--- src/logic/trim_bank_pkg.sv ---
/*
 * shared constants and carrier types for the trim register bank.
 * assumes a 16-bit word register port driven by the output-pin
 * programming front end; no public bus.
 */
package trim_bank_pkg;

    localparam int WORD_W = 16;
    localparam int ADDR_W = 4;

    // register indices on the programming port
    localparam logic [3:0] IDX_FACTORY_TRACE_1 = 4'h0;
    localparam logic [3:0] IDX_FACTORY_TRACE_2 = 4'h1;
    localparam logic [3:0] IDX_USER_TRACE_1 = 4'h2;
    localparam logic [3:0] IDX_USER_TRACE_2 = 4'h3;
    localparam logic [3:0] IDX_RATIO_OFFSET = 4'h4;
    localparam logic [3:0] IDX_FIXED_OFFSET = 4'h5;
    localparam logic [3:0] IDX_QUADRATURE = 4'h6;
    localparam logic [3:0] IDX_FIELD_SPAN = 4'h7;
    localparam logic [3:0] IDX_AMPLITUDE = 4'h8;
    localparam logic [3:0] IDX_CONFIG = 4'h9;
    localparam logic [3:0] IDX_OUTPUT_DRIVER = 4'hA;
    localparam logic [3:0] IDX_SUPPLY_REG = 4'hB;
    localparam logic [3:0] IDX_OFFSET_ENABLE = 4'hC;

    // writable-bit masks; unassigned positions read zero
    localparam logic [15:0] MASK_RATIO_OFFSET = 16'h3F3F;
    localparam logic [15:0] MASK_FIXED_OFFSET = 16'hFFFF;
    localparam logic [15:0] MASK_QUADRATURE = 16'hFFFF;
    localparam logic [15:0] MASK_AMPLITUDE = 16'h3F3F;
    localparam logic [15:0] MASK_FULL = 16'hFFFF;
    localparam logic [15:0] MASK_OFFSET_ENABLE = 16'h0001;

    localparam logic [15:0] RESET_WORD = 16'h0000;

    // field positions
    localparam int TRIM_SEL_BIT = 10;
    localparam int OFFSET_EN_BIT = 0;
    localparam int SPAN_LSB = 11;
    localparam int SPAN_W = 5;
    localparam logic [4:0] SPAN_SMALLEST = 5'h1D;  // 5 mT
    localparam logic [4:0] SPAN_LARGEST = 5'h00;   // 250 mT

    // all channel fields of one trim set: signed-magnitude pairs and gain codes
    typedef struct packed {
        logic ratio_neg_a;
        logic [4:0] ratio_mag_a;
        logic ratio_neg_b;
        logic [4:0] ratio_mag_b;
        logic fixed_neg_a;
        logic [6:0] fixed_mag_a;
        logic fixed_neg_b;
        logic [6:0] fixed_mag_b;
        logic quad_neg_a;
        logic [6:0] quad_mag_a;
        logic quad_neg_b;
        logic [6:0] quad_mag_b;
        logic [5:0] amp_code_a;
        logic [5:0] amp_code_b;
    } trim_set_t;

    // programming-port request
    typedef struct packed {
        logic wr;
        logic rd;
        logic [3:0] addr;
        logic [15:0] wdata;
    } prog_req_t;

endpackage

--- src/logic/trim_word_unpack.sv ---
/*
 * splits four raw trim words into the channel fields of a trim set.
 * assumes the words are already masked; purely combinational.
 */
`timescale 1ns/100ps
module trim_word_unpack
    import trim_bank_pkg::*;
(
    input wire logic [15:0] ratio_word,
    input wire logic [15:0] fixed_word,
    input wire logic [15:0] quad_word,
    input wire logic [15:0] amp_word,
    output trim_set_t fields
);

    // ***************************************************
    // field extraction
    // ***************************************************
    // signed-magnitude pairs and gain codes, channel a low byte, b high byte
    always_comb
    begin
        fields.ratio_mag_a = ratio_word[4:0];
        fields.ratio_neg_a = ratio_word[5];
        fields.ratio_mag_b = ratio_word[12:8];
        fields.ratio_neg_b = ratio_word[13];
        fields.fixed_mag_a = fixed_word[6:0];
        fields.fixed_neg_a = fixed_word[7];
        fields.fixed_mag_b = fixed_word[14:8];
        fields.fixed_neg_b = fixed_word[15];
        fields.quad_mag_a = quad_word[6:0];
        fields.quad_neg_a = quad_word[7];
        fields.quad_mag_b = quad_word[14:8];
        fields.quad_neg_b = quad_word[15];
        fields.amp_code_a = amp_word[5:0];
        fields.amp_code_b = amp_word[13:8];
    end

endmodule // trim_word_unpack

--- src/logic/trim_shadow_copy.sv ---
/*
 * signal-path shadow registers for one trim set.
 * assumes load is a one-cycle pulse on clk; rst is async active high.
 */
`timescale 1ns/100ps
module trim_shadow_copy
    import trim_bank_pkg::*;
(
    input wire logic clk,
    input wire logic rst,
    input wire logic load,
    input trim_set_t source,
    output trim_set_t shadow
);

    trim_set_t shadow_ff;
    trim_set_t nxt_shadow;

    // ***************************************************
    // shadow copy
    // ***************************************************
    // holds the applied set so the path only changes on a load pulse
    always_comb
    begin
        nxt_shadow = shadow_ff;
        if (load)
        begin
            nxt_shadow = source;
        end
    end

    always_ff @(posedge clk or posedge rst)
    begin
        if (rst)
        begin
            shadow_ff <= '0;
        end
        else
        begin
            shadow_ff <= nxt_shadow;
        end
    end

    assign shadow = shadow_ff;

endmodule // trim_shadow_copy

--- src/logic/sensor_trim_register_bank.sv ---
/*
 * register bank for the angle sensor trim words, trace words and
 * configuration words, with trim-set selection into shadow registers.
 * assumes a word-wide programming port from the output-pin decoder on
 * the same clock, and factory words supplied from nonvolatile storage.
 */
// What this block does
// - two read-only 16-bit factory trace words
// - two writable 16-bit user trace words
// - select 0 factory trim, 1 user trim
// - select bit 10 of configuration word
// - ratio offset fields, sign-magnitude, 5-bit
// - offsets shift each channel pair differentially
// - fixed offset fields, sign-magnitude, 7-bit
// - fixed offset applied only when enabled
// - quadrature fields, zero means no correction
// - quadrature step 0.11 degrees, range 14
// - positive phase rotates counterclockwise
// - coarse span code in bits 15:11
// - amplitude codes 6-bit, channels a, b
// - fine gain 15 over 12-2code/63
// - configuration words are 16-bit registers
`timescale 1ns/100ps
module sensor_trim_register_bank
    import trim_bank_pkg::*;
(
    input wire logic clk,
    input wire logic rst,
    input prog_req_t prog_req,
    output logic [15:0] prog_rdata,
    output logic prog_rvalid,
    output logic prog_addr_err,
    input wire logic [15:0] factory_trace_word_1,
    input wire logic [15:0] factory_trace_word_2,
    input trim_set_t factory_trim,
    input wire logic start_copy,
    output trim_set_t applied_trim,
    output logic fixed_offset_active,
    output logic [4:0] field_span_code,
    output logic [15:0] config_word,
    output logic [15:0] output_driver_setup,
    output logic [15:0] supply_regulation_setup,
    output logic [15:0] field_span_and_bandwidth
);

    localparam int NUM_RW = 11;

    // ***************************************************
    // storage slot map
    // ***************************************************
    // the package fixes the port index of each word; these fix where
    // the word sits in word_ff, so the slot numbers never leak out
    // into the port map and the two can be reordered independently
    localparam int SLOT_NONE = -1; // read-only or unmapped index
    localparam int SLOT_USER_TRACE_1 = 0;
    localparam int SLOT_USER_TRACE_2 = 1;
    localparam int SLOT_RATIO_OFFSET = 2;
    localparam int SLOT_FIXED_OFFSET = 3;
    localparam int SLOT_QUADRATURE = 4;
    localparam int SLOT_FIELD_SPAN = 5;
    localparam int SLOT_AMPLITUDE = 6;
    localparam int SLOT_CONFIG = 7;
    localparam int SLOT_OUTPUT_DRIVER = 8;
    localparam int SLOT_SUPPLY_REG = 9;
    localparam int SLOT_OFFSET_ENABLE = 10;
    // the trim words sit in one run of slots, with the field span word
    // inside it at slot 5, so that a single range test tells whether a
    // write must refresh the shadow copy; keep them together if the map is ever extended
    localparam int SLOT_TRIM_FIRST = SLOT_RATIO_OFFSET;
    localparam int SLOT_TRIM_LAST = SLOT_AMPLITUDE;

    // ***************************************************
    // writable word storage
    // ***************************************************
    logic [15:0] word_ff [NUM_RW];
    logic [15:0] nxt_word [NUM_RW];
    logic [15:0] rdata_ff;
    logic [15:0] nxt_rdata;
    logic rvalid_ff;
    logic nxt_rvalid;
    logic err_ff;
    logic nxt_err;
    logic load_ff;
    logic nxt_load;
    logic sel_prev_ff;
    logic nxt_sel_prev;
    trim_set_t user_trim;
    trim_set_t chosen_trim;
    trim_set_t shadow_out;

    // maps a port index to a storage slot, or -1 when not writable
    function automatic int slot_of(input logic [3:0] addr);
        int s;
        s = SLOT_NONE;
        // factory trace indices fall to the default on purpose: they
        // have no slot, which is what makes them refuse writes
        case (addr)
            IDX_USER_TRACE_1: s = SLOT_USER_TRACE_1;
            IDX_USER_TRACE_2: s = SLOT_USER_TRACE_2;
            IDX_RATIO_OFFSET: s = SLOT_RATIO_OFFSET;
            IDX_FIXED_OFFSET: s = SLOT_FIXED_OFFSET;
            IDX_QUADRATURE: s = SLOT_QUADRATURE;
            IDX_FIELD_SPAN: s = SLOT_FIELD_SPAN;
            IDX_AMPLITUDE: s = SLOT_AMPLITUDE;
            IDX_CONFIG: s = SLOT_CONFIG;
            IDX_OUTPUT_DRIVER: s = SLOT_OUTPUT_DRIVER;
            IDX_SUPPLY_REG: s = SLOT_SUPPLY_REG;
            IDX_OFFSET_ENABLE: s = SLOT_OFFSET_ENABLE;
            default: s = SLOT_NONE;
        endcase
        return s;
    endfunction

    // writable-bit mask per slot; the rest is held at zero
    function automatic logic [15:0] mask_of(input int s);
        logic [15:0] m;
        m = MASK_FULL;
        case (s)
            SLOT_RATIO_OFFSET: m = MASK_RATIO_OFFSET;
            SLOT_FIXED_OFFSET: m = MASK_FIXED_OFFSET;
            SLOT_QUADRATURE: m = MASK_QUADRATURE;
            SLOT_AMPLITUDE: m = MASK_AMPLITUDE;
            SLOT_OFFSET_ENABLE: m = MASK_OFFSET_ENABLE;
            default: m = MASK_FULL;
        endcase
        return m;
    endfunction

    // word writes; masking at write time keeps reads and use in step
    always_comb
    begin
        int ws;
        ws = slot_of(prog_req.addr);
        for (int i = 0; i < NUM_RW; i++)
        begin
            nxt_word[i] = word_ff[i];
        end
        if (prog_req.wr && ws >= 0)
        begin
            nxt_word[ws] = prog_req.wdata & mask_of(ws);
        end
    end

    generate
        for (genvar g = 0; g < NUM_RW; g++)
        begin : g_word
            always_ff @(posedge clk or posedge rst)
            begin
                if (rst)
                begin
                    word_ff[g] <= RESET_WORD;
                end
                else
                begin
                    word_ff[g] <= nxt_word[g];
                end
            end
        end
    endgenerate

    // ***************************************************
    // read port
    // ***************************************************
    // factory words come straight from storage and cannot be written
    always_comb
    begin
        int rs;
        rs = slot_of(prog_req.addr);
        nxt_rdata = rdata_ff;
        nxt_rvalid = 1'b0;
        nxt_err = 1'b0;
        if (prog_req.rd)
        begin
            nxt_rvalid = 1'b1;
            if (prog_req.addr == IDX_FACTORY_TRACE_1)
            begin
                nxt_rdata = factory_trace_word_1;
            end
            else if (prog_req.addr == IDX_FACTORY_TRACE_2)
            begin
                nxt_rdata = factory_trace_word_2;
            end
            else if (rs >= 0)
            begin
                nxt_rdata = word_ff[rs];
            end
            else
            begin
                nxt_rdata = RESET_WORD;
                nxt_err = 1'b1;
            end
        end
        else if (prog_req.wr && slot_of(prog_req.addr) < 0)
        begin
            nxt_err = 1'b1; // read-only or unmapped write dropped
        end
    end

    always_ff @(posedge clk or posedge rst)
    begin
        if (rst)
        begin
            rdata_ff <= RESET_WORD;
            rvalid_ff <= 1'b0;
            err_ff <= 1'b0;
        end
        else
        begin
            rdata_ff <= nxt_rdata;
            rvalid_ff <= nxt_rvalid;
            err_ff <= nxt_err;
        end
    end

    assign prog_rdata = rdata_ff;
    assign prog_rvalid = rvalid_ff;
    assign prog_addr_err = err_ff;

    // ***************************************************
    // trim selection and shadow load
    // ***************************************************
    // the unpacker sees the stored words, already masked, so spare
    // bits cannot reach the signal path even before a reload
    trim_word_unpack u_unpack (
        .ratio_word(word_ff[SLOT_RATIO_OFFSET]),
        .fixed_word(word_ff[SLOT_FIXED_OFFSET]),
        .quad_word(word_ff[SLOT_QUADRATURE]),
        .amp_word(word_ff[SLOT_AMPLITUDE]),
        .fields(user_trim)
    );

    // select bit picks the set; reload on start-up, select change,
    // or any trim write so the path follows the programmer
    always_comb
    begin
        chosen_trim = word_ff[SLOT_CONFIG][TRIM_SEL_BIT]
                      ? user_trim : factory_trim;
        nxt_sel_prev = word_ff[SLOT_CONFIG][TRIM_SEL_BIT];
        // a write lands on the same edge that raises the load pulse, so the
        // copy on the next edge always takes the new word and never the one it replaced
        nxt_load = start_copy
                   || (sel_prev_ff != word_ff[SLOT_CONFIG][TRIM_SEL_BIT])
                   || (prog_req.wr
                       && (slot_of(prog_req.addr) >= SLOT_TRIM_FIRST)
                       && (slot_of(prog_req.addr) <= SLOT_TRIM_LAST));
    end

    always_ff @(posedge clk or posedge rst)
    begin
        if (rst)
        begin
            load_ff <= 1'b1;
            sel_prev_ff <= 1'b0;
        end
        else
        begin
            load_ff <= nxt_load;
            sel_prev_ff <= nxt_sel_prev;
        end
    end

    // each channel's sign-magnitude value moves its pin pair together
    trim_shadow_copy u_shadow (
        .clk(clk),
        .rst(rst),
        .load(load_ff),
        .source(chosen_trim),
        .shadow(shadow_out)
    );

    // offset pairs, quadrature signs and gain codes reach the analog
    // path unchanged; the analog side scales them per step
    assign applied_trim = shadow_out;
    // the enable gates the fixed offset in the analog path; the
    // fields themselves stay in the shadow so toggling the enable
    // needs no reload and cannot glitch the other corrections
    assign fixed_offset_active =
        word_ff[SLOT_OFFSET_ENABLE][OFFSET_EN_BIT];
    assign field_span_code =
        word_ff[SLOT_FIELD_SPAN][SPAN_LSB +: SPAN_W];
    // configuration words go out whole; their fields are decoded by
    // the blocks that own the functions they switch
    assign config_word = word_ff[SLOT_CONFIG];
    assign output_driver_setup = word_ff[SLOT_OUTPUT_DRIVER];
    assign supply_regulation_setup = word_ff[SLOT_SUPPLY_REG];
    assign field_span_and_bandwidth = word_ff[SLOT_FIELD_SPAN];

endmodule // sensor_trim_register_bank

--- config.mk ---
export PLATFORM = sky130hd
export DESIGN_NAME = sensor_trim_register_bank
export DESIGN_NICKNAME = d
export VERILOG_FILES = /design/src/logic/trim_bank_pkg.sv /design/src/logic/trim_word_unpack.sv /design/src/logic/trim_shadow_copy.sv /design/src/logic/sensor_trim_register_bank.sv
export SDC_FILE = /design/constraint.sdc
export NUM_CORES = 1
export LEC_CHECK = 0
export ABC_AREA = 1
export BUFFER_PORTS_ARGS = -buffer_cell sky130_fd_sc_hd__buf_2
export CAP_MARGIN = 20
export CORE_UTILIZATION = 55
export CTS_CLUSTER_SIZE = 16
export DETAILED_ROUTE_END_ITERATION = 10
export PLACE_DENSITY = 0.78
export SLEW_MARGIN = 0
export SYNTH_ARGS = -nofsm -noshare
export SYNTH_HDL_FRONTEND = slang
export SYNTH_SLANG_ARGS = --single-unit
--- constraint.sdc ---
create_clock -name clk -period 15.32 [get_ports clk]
set_clock_uncertainty 0.1 [all_clocks]
set_input_delay 0.766 -clock clk [delete_from_list [all_inputs] [get_ports clk]]
set_output_delay 0.766 -clock clk [all_outputs]
set_load 0.02 [all_outputs]
==> impl_metrics.yaml, run 1 <==
outcome:
  status: "completed"
synthesis:
  yosysWarnings: 0
  syn_avg_cell_area_um2: 7.607
  syn_area_um2: 13270
  syn_inst: 1745
  netlist-cell-type-count: 33
  synth_nets: 1861
  synth_seq_area_share_pct: 47.52
  synth-seq-cells: 252
pwr:
  switching_share_pct: 38.64
  internal_power_mw: 1.567
  comb_power_share_pct: 30.8
  p_seq_share_pct: 41.7
  clockPowerShare_pct: 27.6
  vdd_drop_max_mv: 0.09393
  p_leak_nw: 8.132
  p_switching_mw: 0.9869
  power-per-cell-area_nw_per_um2: 170.3
drt:
  antenna_left: 0
  drt_iter0_markers: 1404
  drc: 0
  drtPass1Iterations: 7
  vias: 11939
  finalWirelength_um: 40170
  avgViaCountPerCell: 5.405
  avgRoutedWirePerCell_um: 18.18
finish:
  layout_commonest_cell: "nand2_1"
  drive_above_1_share_pct: 19.75
  final_cell_mix: "nand2_1 (627), buf_2 (256), dfrtp_1 (250)"
  finalInstanceArea_um2: 15000
  syn_to_final_growth_pct: 13.03
  nets: 1984
critical_path:
  start_kind: "input pin"
  r2r_end: "u_shadow.shadow[20]"
  reg2reg_from: "config_word[10]"
  cpPeakStageDelay_ns: 0.82
  r2r.worst_path.cells: 4
  end_kind: "flop"
  path_cells: "buf_2 > inv_2 > nand2_2 > nand2_4 > buf_4 > a21oi_1 > nand3_1 > o21ai_0"
  crit_required_ns: 15.59
  cp_slowest_cell: "nand3_1"
  critPathMaxFanout: 92
  arrival_ns: 3.92
  critical_path_class: "in -> reg"
  r2r_setup_slack_ns: 13.11
cts:
  cts_resized: 0
  worstSkewPairLatency_ns: 0.55
  cts_setup_buffers: 0
  cts_buffers: 27
  cts_tree: "yes"
  cts_buffer_depth: 3
  clock-root-buffer: "clkbuf_16"
  cts-hold-fix-buffers: 0
  clock_sinks: 252
  clkSlewWorstSetupHoldPaths_ns: 0.06
  h-tree-depth: 1
placed_design:
  finalWeightedCongestion: 0.9327
  dpl_cell_area_um2: 14000
  port_buffers: 256
  dp_hpwl_um: 27170
  place_ws_ns: 11.25
timing:
  setup_viol: 0
  finalHoldViolations: 0
  timing.fmax_mhz: 274.0
  setup_tns_ns: 0
  setup_ws_ns: 11.67
  grt_setup_unrepaired: "no"
  worst_pin_slew_ns: 1.082
  layout_min_cycle_time_ns: 3.650
  slew_headroom_pct: 27.64
  min_period_over_period_pct: 23.83
  maxSlewViolCount: 0
floorplan:
  die_y_um: 157.4
  core_um2: 23540
  die_x_um: 157.4
  rows: 56
  initial_core_util_pct: 56.38
  ios: 257
  die-area_um2: 24760
global_routing:
  grt_usage_pct: 32.68
  grt_pass1_wl_um: 61330
  grt_pass1_vias: 10902
  grt_max_degree: 122
  antenna_found_initial: 0
  gr-total-overflow: 0
hold_path:
  hp-class: "in -> async"
flow_run:
  drv_cap: 0
==> routing by layer <==
metal	global-route usage (%)	part of all wire (%)	vias up
li1	-	-	5689
met1	46.23	43	5593
met2	49.96	45	573
met3	6.030	8.5	84
met4	12.11	3.4	0
met5	0	0	-
==> worst max path at each step <==
stage          depth (start not counted)    startpoint               to
6_report                               8  prog_req[16]  config_word[13]
2_1_floorplan                          1           rst   config_word[0]
3_5_place_dp                           8  prog_req[16]  config_word[11]
4_1_cts                                8  prog_req[16]  config_word[11]
5_1_grt                                8  prog_req[16]   config_word[0]
3_3_place_gp                           8  prog_req[16]  config_word[13]
==> per-stage QoR <==
step / power (mW) / cells / utilization, % / hold slack [ns]
3_3_place_gp: 1.823 / 2157 / 59.48 / 0.3487
4_1_cts: 2.556 / 2207 / 63.60 / 0.3368
2_1_floorplan: 1.627 / 1745 / - / 0.3275
5_1_grt: 2.700 / 2208 / 63.72 / 0.3517
6_report: 2.554 / 2209 / 63.73 / 0.2371
3_5_place_dp: 1.847 / 2157 / 59.48 / 0.3524
==> worst max-delay path, delay by kind of cell <==
kind                   cells  cell delay [ns]
buffers and inverters      3             1.15
and+or+nand+nor            3             1.42
AOI/OAI and AO/OA          2             0.49
==> cells by family after synthesis <==
| group | Yosys count | share of synthesized area [%] |
|---|---|---|
| AND/OR/NAND/NOR | 889 | 28.70 |
| AO/OA/AOI/OAI | 249 | 10.64 |
| flip-flops | 252 | 47.52 |
| adder cells (fa/ha/maj) | 3 | 0.2828 |
| buffers and inverters | 352 | 12.86 |
==> power by group through the flow <==
| stage | logic [mW] | clock network, mW | registers, mW |
|---|---|---|---|
| detailed placement | 0.780 | 0 | 1.07 |
| finish | 0.786 | 0.704 | 1.06 |
| floorplan | 0.550 | 0 | 1.08 |
| global route | 0.874 | 0.738 | 1.09 |
| CTS | 0.786 | 0.712 | 1.06 |
| global placement | 0.761 | 0 | 1.06 |
==> cells in the mapped netlist, drive strengths merged <==
master | number | area, µm²
nand2 | 647 | 2546
dfrtp | 251 | 6281
o21ai | 188 | 1016
inv | 179 | 671.9
buf | 120 | 834.6
nor2 | 105 | 419.2
nand3 | 71 | 377.9
a31oi | 56 | 350.3
clkbuf | 51 | 191.4
nand3b | 32 | 240.2
nand4 | 32 | 200.2
a21oi | 3 | 26.28
ha | 3 | 37.54
clkinv | 2 | 8.750
nor3 | 2 | 26.28
o211ai | 2 | 20.02
dfstp | 1 | 26.28
==> registers in the layout, indices dropped and copies added (netlist names), 16 cells and up <==
register                  flops
word_ff                     111
u_shadow.shadow              56
config_word                  16
field_span_and_bandwidth     16
output_driver_setup          16
prog_rdata                   16
supply_regulation_setup      16
==> final cells by class <==
| cell class | instances | area [µm²] |
|---|---|---|
| Clock buffer | 36 | 779.5 |
| Timing Repair Buffer | 265 | 1369 |
| Fill cell | 2081 | 8539 |
| Sequential cell | 252 | 6312 |
| Clock inverter | 14 | 190.2 |
| Multi-Input combinational cell | 1141 | 5263 |
| Inverter | 181 | 688.2 |
| Tap cell | 319 | 399.1 |
| Antenna cell | 1 | 2.502 |
(Power assumes the default switching activity.)
==> run 2: changes to the inputs <==
--- a/config.mk
+++ b/config.mk
@@ -5,13 +5,13 @@
 export SDC_FILE = /design/constraint.sdc
 export NUM_CORES = 1
 export LEC_CHECK = 0
-export ABC_AREA = 1
+export ABC_AREA = 0
 export BUFFER_PORTS_ARGS = -buffer_cell sky130_fd_sc_hd__buf_2
 export CAP_MARGIN = 20
-export CORE_UTILIZATION = 55
+export CORE_UTILIZATION = 50
 export CTS_CLUSTER_SIZE = 16
 export DETAILED_ROUTE_END_ITERATION = 10
-export PLACE_DENSITY = 0.78
+export PLACE_DENSITY = 0.76
 export SLEW_MARGIN = 0
 export SYNTH_ARGS = -nofsm -noshare
 export SYNTH_HDL_FRONTEND = slang
==> constraint.sdc (replaced) <==
create_clock -name clk -period 3 [get_ports clk]
set_clock_uncertainty 0.1 [all_clocks]
set_input_delay 0.15 -clock clk [delete_from_list [all_inputs] [get_ports clk]]
set_output_delay 0.15 -clock clk [all_outputs]
set_load 0.02 [all_outputs]
==> run 2 against run 1 <==
Cell count down 22%; utilization is 0.34 points lower; flip-flop and latch count did not move; first-iteration DRC count is 27% lower; cell area is 0.24% lower; area after synthesis fell by 8.5%; sequential share of layout area rose by 0.12 points; global-route usage shrank 0.12 points; via count decreased by 14%.
==> impl_metrics.yaml, run 2 <==
pwr:
  power-per-cell-area_nw_per_um2: 860.1
  finalPower_mw: 12.87
  p_leak_nw: 7.064
  vdd_drop_max_mv: 0.5801
timing:
  hold_slack_ns: 0.02074
  slew_headroom_pct: 46.55
  setup_viol: 0
  timing.fmax_mhz: 437.9
  worst_pin_slew_ns: 0.8018
  min_period_over_period_pct: 76.13
  layout_min_cycle_time_ns: 2.284
  grt_setup_unrepaired: "no"
  maxSlewViolCount: 0
  setup_tns_ns: 0
  finalHoldViolations: 0
finish:
  nets: 1495
  final_cell_mix: "buf_2 (256), dfrtp_1 (250), nor2_1 (97)"
  largest_reg_flops: 111
  top_register: "word_ff"
  final_cells: 1715
  diodes: 0
  drive_above_1_share_pct: 33.02
  syn_to_final_growth_pct: 23.28
  layout_commonest_cell: "buf_2"
  final_util_pct: 63.38
drt:
  finalWirelength_um: 40400
  drc: 0
  drt_iter0_markers: 1023
  antenna_left: 0
  avgRoutedWirePerCell_um: 23.55
  avgViaCountPerCell: 5.992
  drtPass1Iterations: 5
  vias: 10276
outcome:
  status: "completed"
critical_path:
  end_kind: "flop"
  start_kind: "input pin"
  crit_path_end: "prog_rdata[11]"
  reg2reg_from: "config_word[10]"
  critical_path_class: "in -> reg"
  arrival_ns: 2.62
  startpoint: "prog_req[18]"
  r2r_setup_slack_ns: 1.20
  critPathBufInv: 3
  crit_required_ns: 3.33
  cp_slowest_cell: "or3_1"
  crit_family: "compound AO/OA/AOI/OAI gates"
  cpPeakStageDelay_ns: 0.43
  critPathMaxFanout: 32
  r2r_end: "u_shadow.shadow[37]"
  cp.depth: 9
  path_cells: "buf_2 > inv_1 > ha_1 > a22o_1 > or3_1 > buf_4 > o22ai_1 > o21ai_0 > a31o_2"
  r2r.worst_path.cells: 3
floorplan:
  die_x_um: 157.8
  core_um2: 23610
  die_y_um: 157.8
  rows: 56
  die-area_um2: 24910
  initial_core_util_pct: 51.41
  ios: 257
global_routing:
  grt_pass1_wl_um: 59970
  grt_pass1_vias: 9911
  gr-total-overflow: 0
  grt_usage_pct: 32.56
  antenna_found_initial: 0
  grt_max_degree: 63
synthesis:
  synth_nets: 1248
  synth_top_area_share_pct: 51.74
  synthFlopType: "dfrtp_1"
  synth-edff-count: 0
  syn_inst: 1132
  netlist_top_cells_area: "dfrtp_1 (52%), mux2_2 (8.0%), mux2i_1 (4.8%)"
  synth_async_sr_flop_share_pct: 100.0
  synth.largest_area_cell: "dfrtp_1"
  synth_seq_area_share_pct: 51.95
  syn_avg_cell_area_um2: 10.72
  yosysWarnings: 0
  syn_area_um2: 12140
  synth-seq-cells: 252
  netlist-cell-type-count: 53
  post_synth_most_frequent_cells: "dfrtp_1 (251), nor2_1 (97), nand2_1 (87), mux2_2 (86), a21oi_1 (73)"
  yosysMostFrequentCell: "dfrtp_1"
cts:
  worstSkewPairLatency_ns: 0.54
  clock_sinks: 252
  cts_buffer_depth: 3
  cts_tree: "yes"
  h-tree-depth: 1
  clock-root-buffer: "clkbuf_16"
  cts_buffers: 26
  clkSlewWorstSetupHoldPaths_ns: 0.06
hold_path:
  hp-class: "in -> reg"
placed_design:
  finalWeightedCongestion: 1.005
  dp_cells: 1595
  dp_hpwl_um: 28120
  port_buffers: 256
flow_run:
  drv_cap: 0
==> run 2: cell count changes after synthesis, moves of 63 or more <==
cell / delta
inv_1: -170
nand3_1: -63
o22ai_1: +64
nand2_1: -541
mux2_2: +86
a21oi_1: +71
o21ai_1: -86
==> run 2: timing repair <==
action / in CTS / in global routing
hold buffers: 74 / 0
endpoints found under the hold margin: 101 / 0
gates resized for setup: 0 / 0
setup endpoints to repair: 0 / 0
buffers inserted: 0 / 0
==> run 2: cell type report <==
class | count | area (µm²)
multi-input cells | 726 | 4956
clock inverters | 6 | 66.31
well taps | 319 | 399.1
repair buffers | 369 | 2422
flip-flops and latches | 252 | 6315
clock buffers | 39 | 789.5
fillers | 1846 | 8646
inverters | 4 | 18.77
==> run 2: worst min-delay path, delay by kind of cell <==
family                 cells  cell delay [ns]
buffers and inverters      1             0.11
AND/OR/NAND/NOR            1             0.11
AO/OA/AOI/OAI              2             0.26
==> run 2: logic make-up (layout without fill, tap and decap cells) <==
group | after synthesis | count (layout) | share of synthesized area (%)
AO/OA/AOI/OAI | 306 | 306 | 16.06
XOR/XNOR | 1 | 1 | 0.07216
adder cells (fa/ha/maj) | 3 | 3 | 0.3092
buffers and inverters | 154 | 418 | 7.338
flip-flops | 252 | 252 | 51.95
multiplexers | 160 | 160 | 14.24
AND/OR/NAND/NOR | 256 | 256 | 10.03
==> run 2: power breakdown <==
group          total [mW]  internal, mW  switching [mW]  leakage, nW
logic                3.99          1.64            2.35         3.48
clock network        3.24          1.89            1.35        0.426
registers            5.64          4.48            1.17         3.16
==> run 2: metrics by stage <==
step           cell area (µm²)  setup WS [ns]
2_1_floorplan            12140        -0.5649
3_3_place_gp             13340         0.2730
3_5_place_dp             13340         0.2383
4_1_cts                  14940         0.7850
5_1_grt                  14970         0.6309
6_report                 14970         0.7162
==> run 2: how the worst min path moves through the flow <==
stage | depth (start not counted) | to | startpoint | slack, ns
after floorplan | 0 | prog_rvalid | prog_req[20] | 0.08
after global placement | 2 | word_ff[124] | rst | 0.32
after detailed placement | 2 | word_ff[124] | rst | 0.32
after CTS | 4 | prog_rdata[5] | factory_trace_word_1[5] | 0.009
after global routing | 3 | word_ff[76] | prog_req[12] | 0.03
final | 4 | prog_rdata[11] | factory_trace_word_1[11] | 0.02
==> run 2: routing by layer <==
metal | track usage, % | share of wire, %
met1 | 42.52 | 40
met5 | 0 | 0
met2 | 52.57 | 47
met3 | 5.584 | 8.4
met4 | 15.81 | 5.2
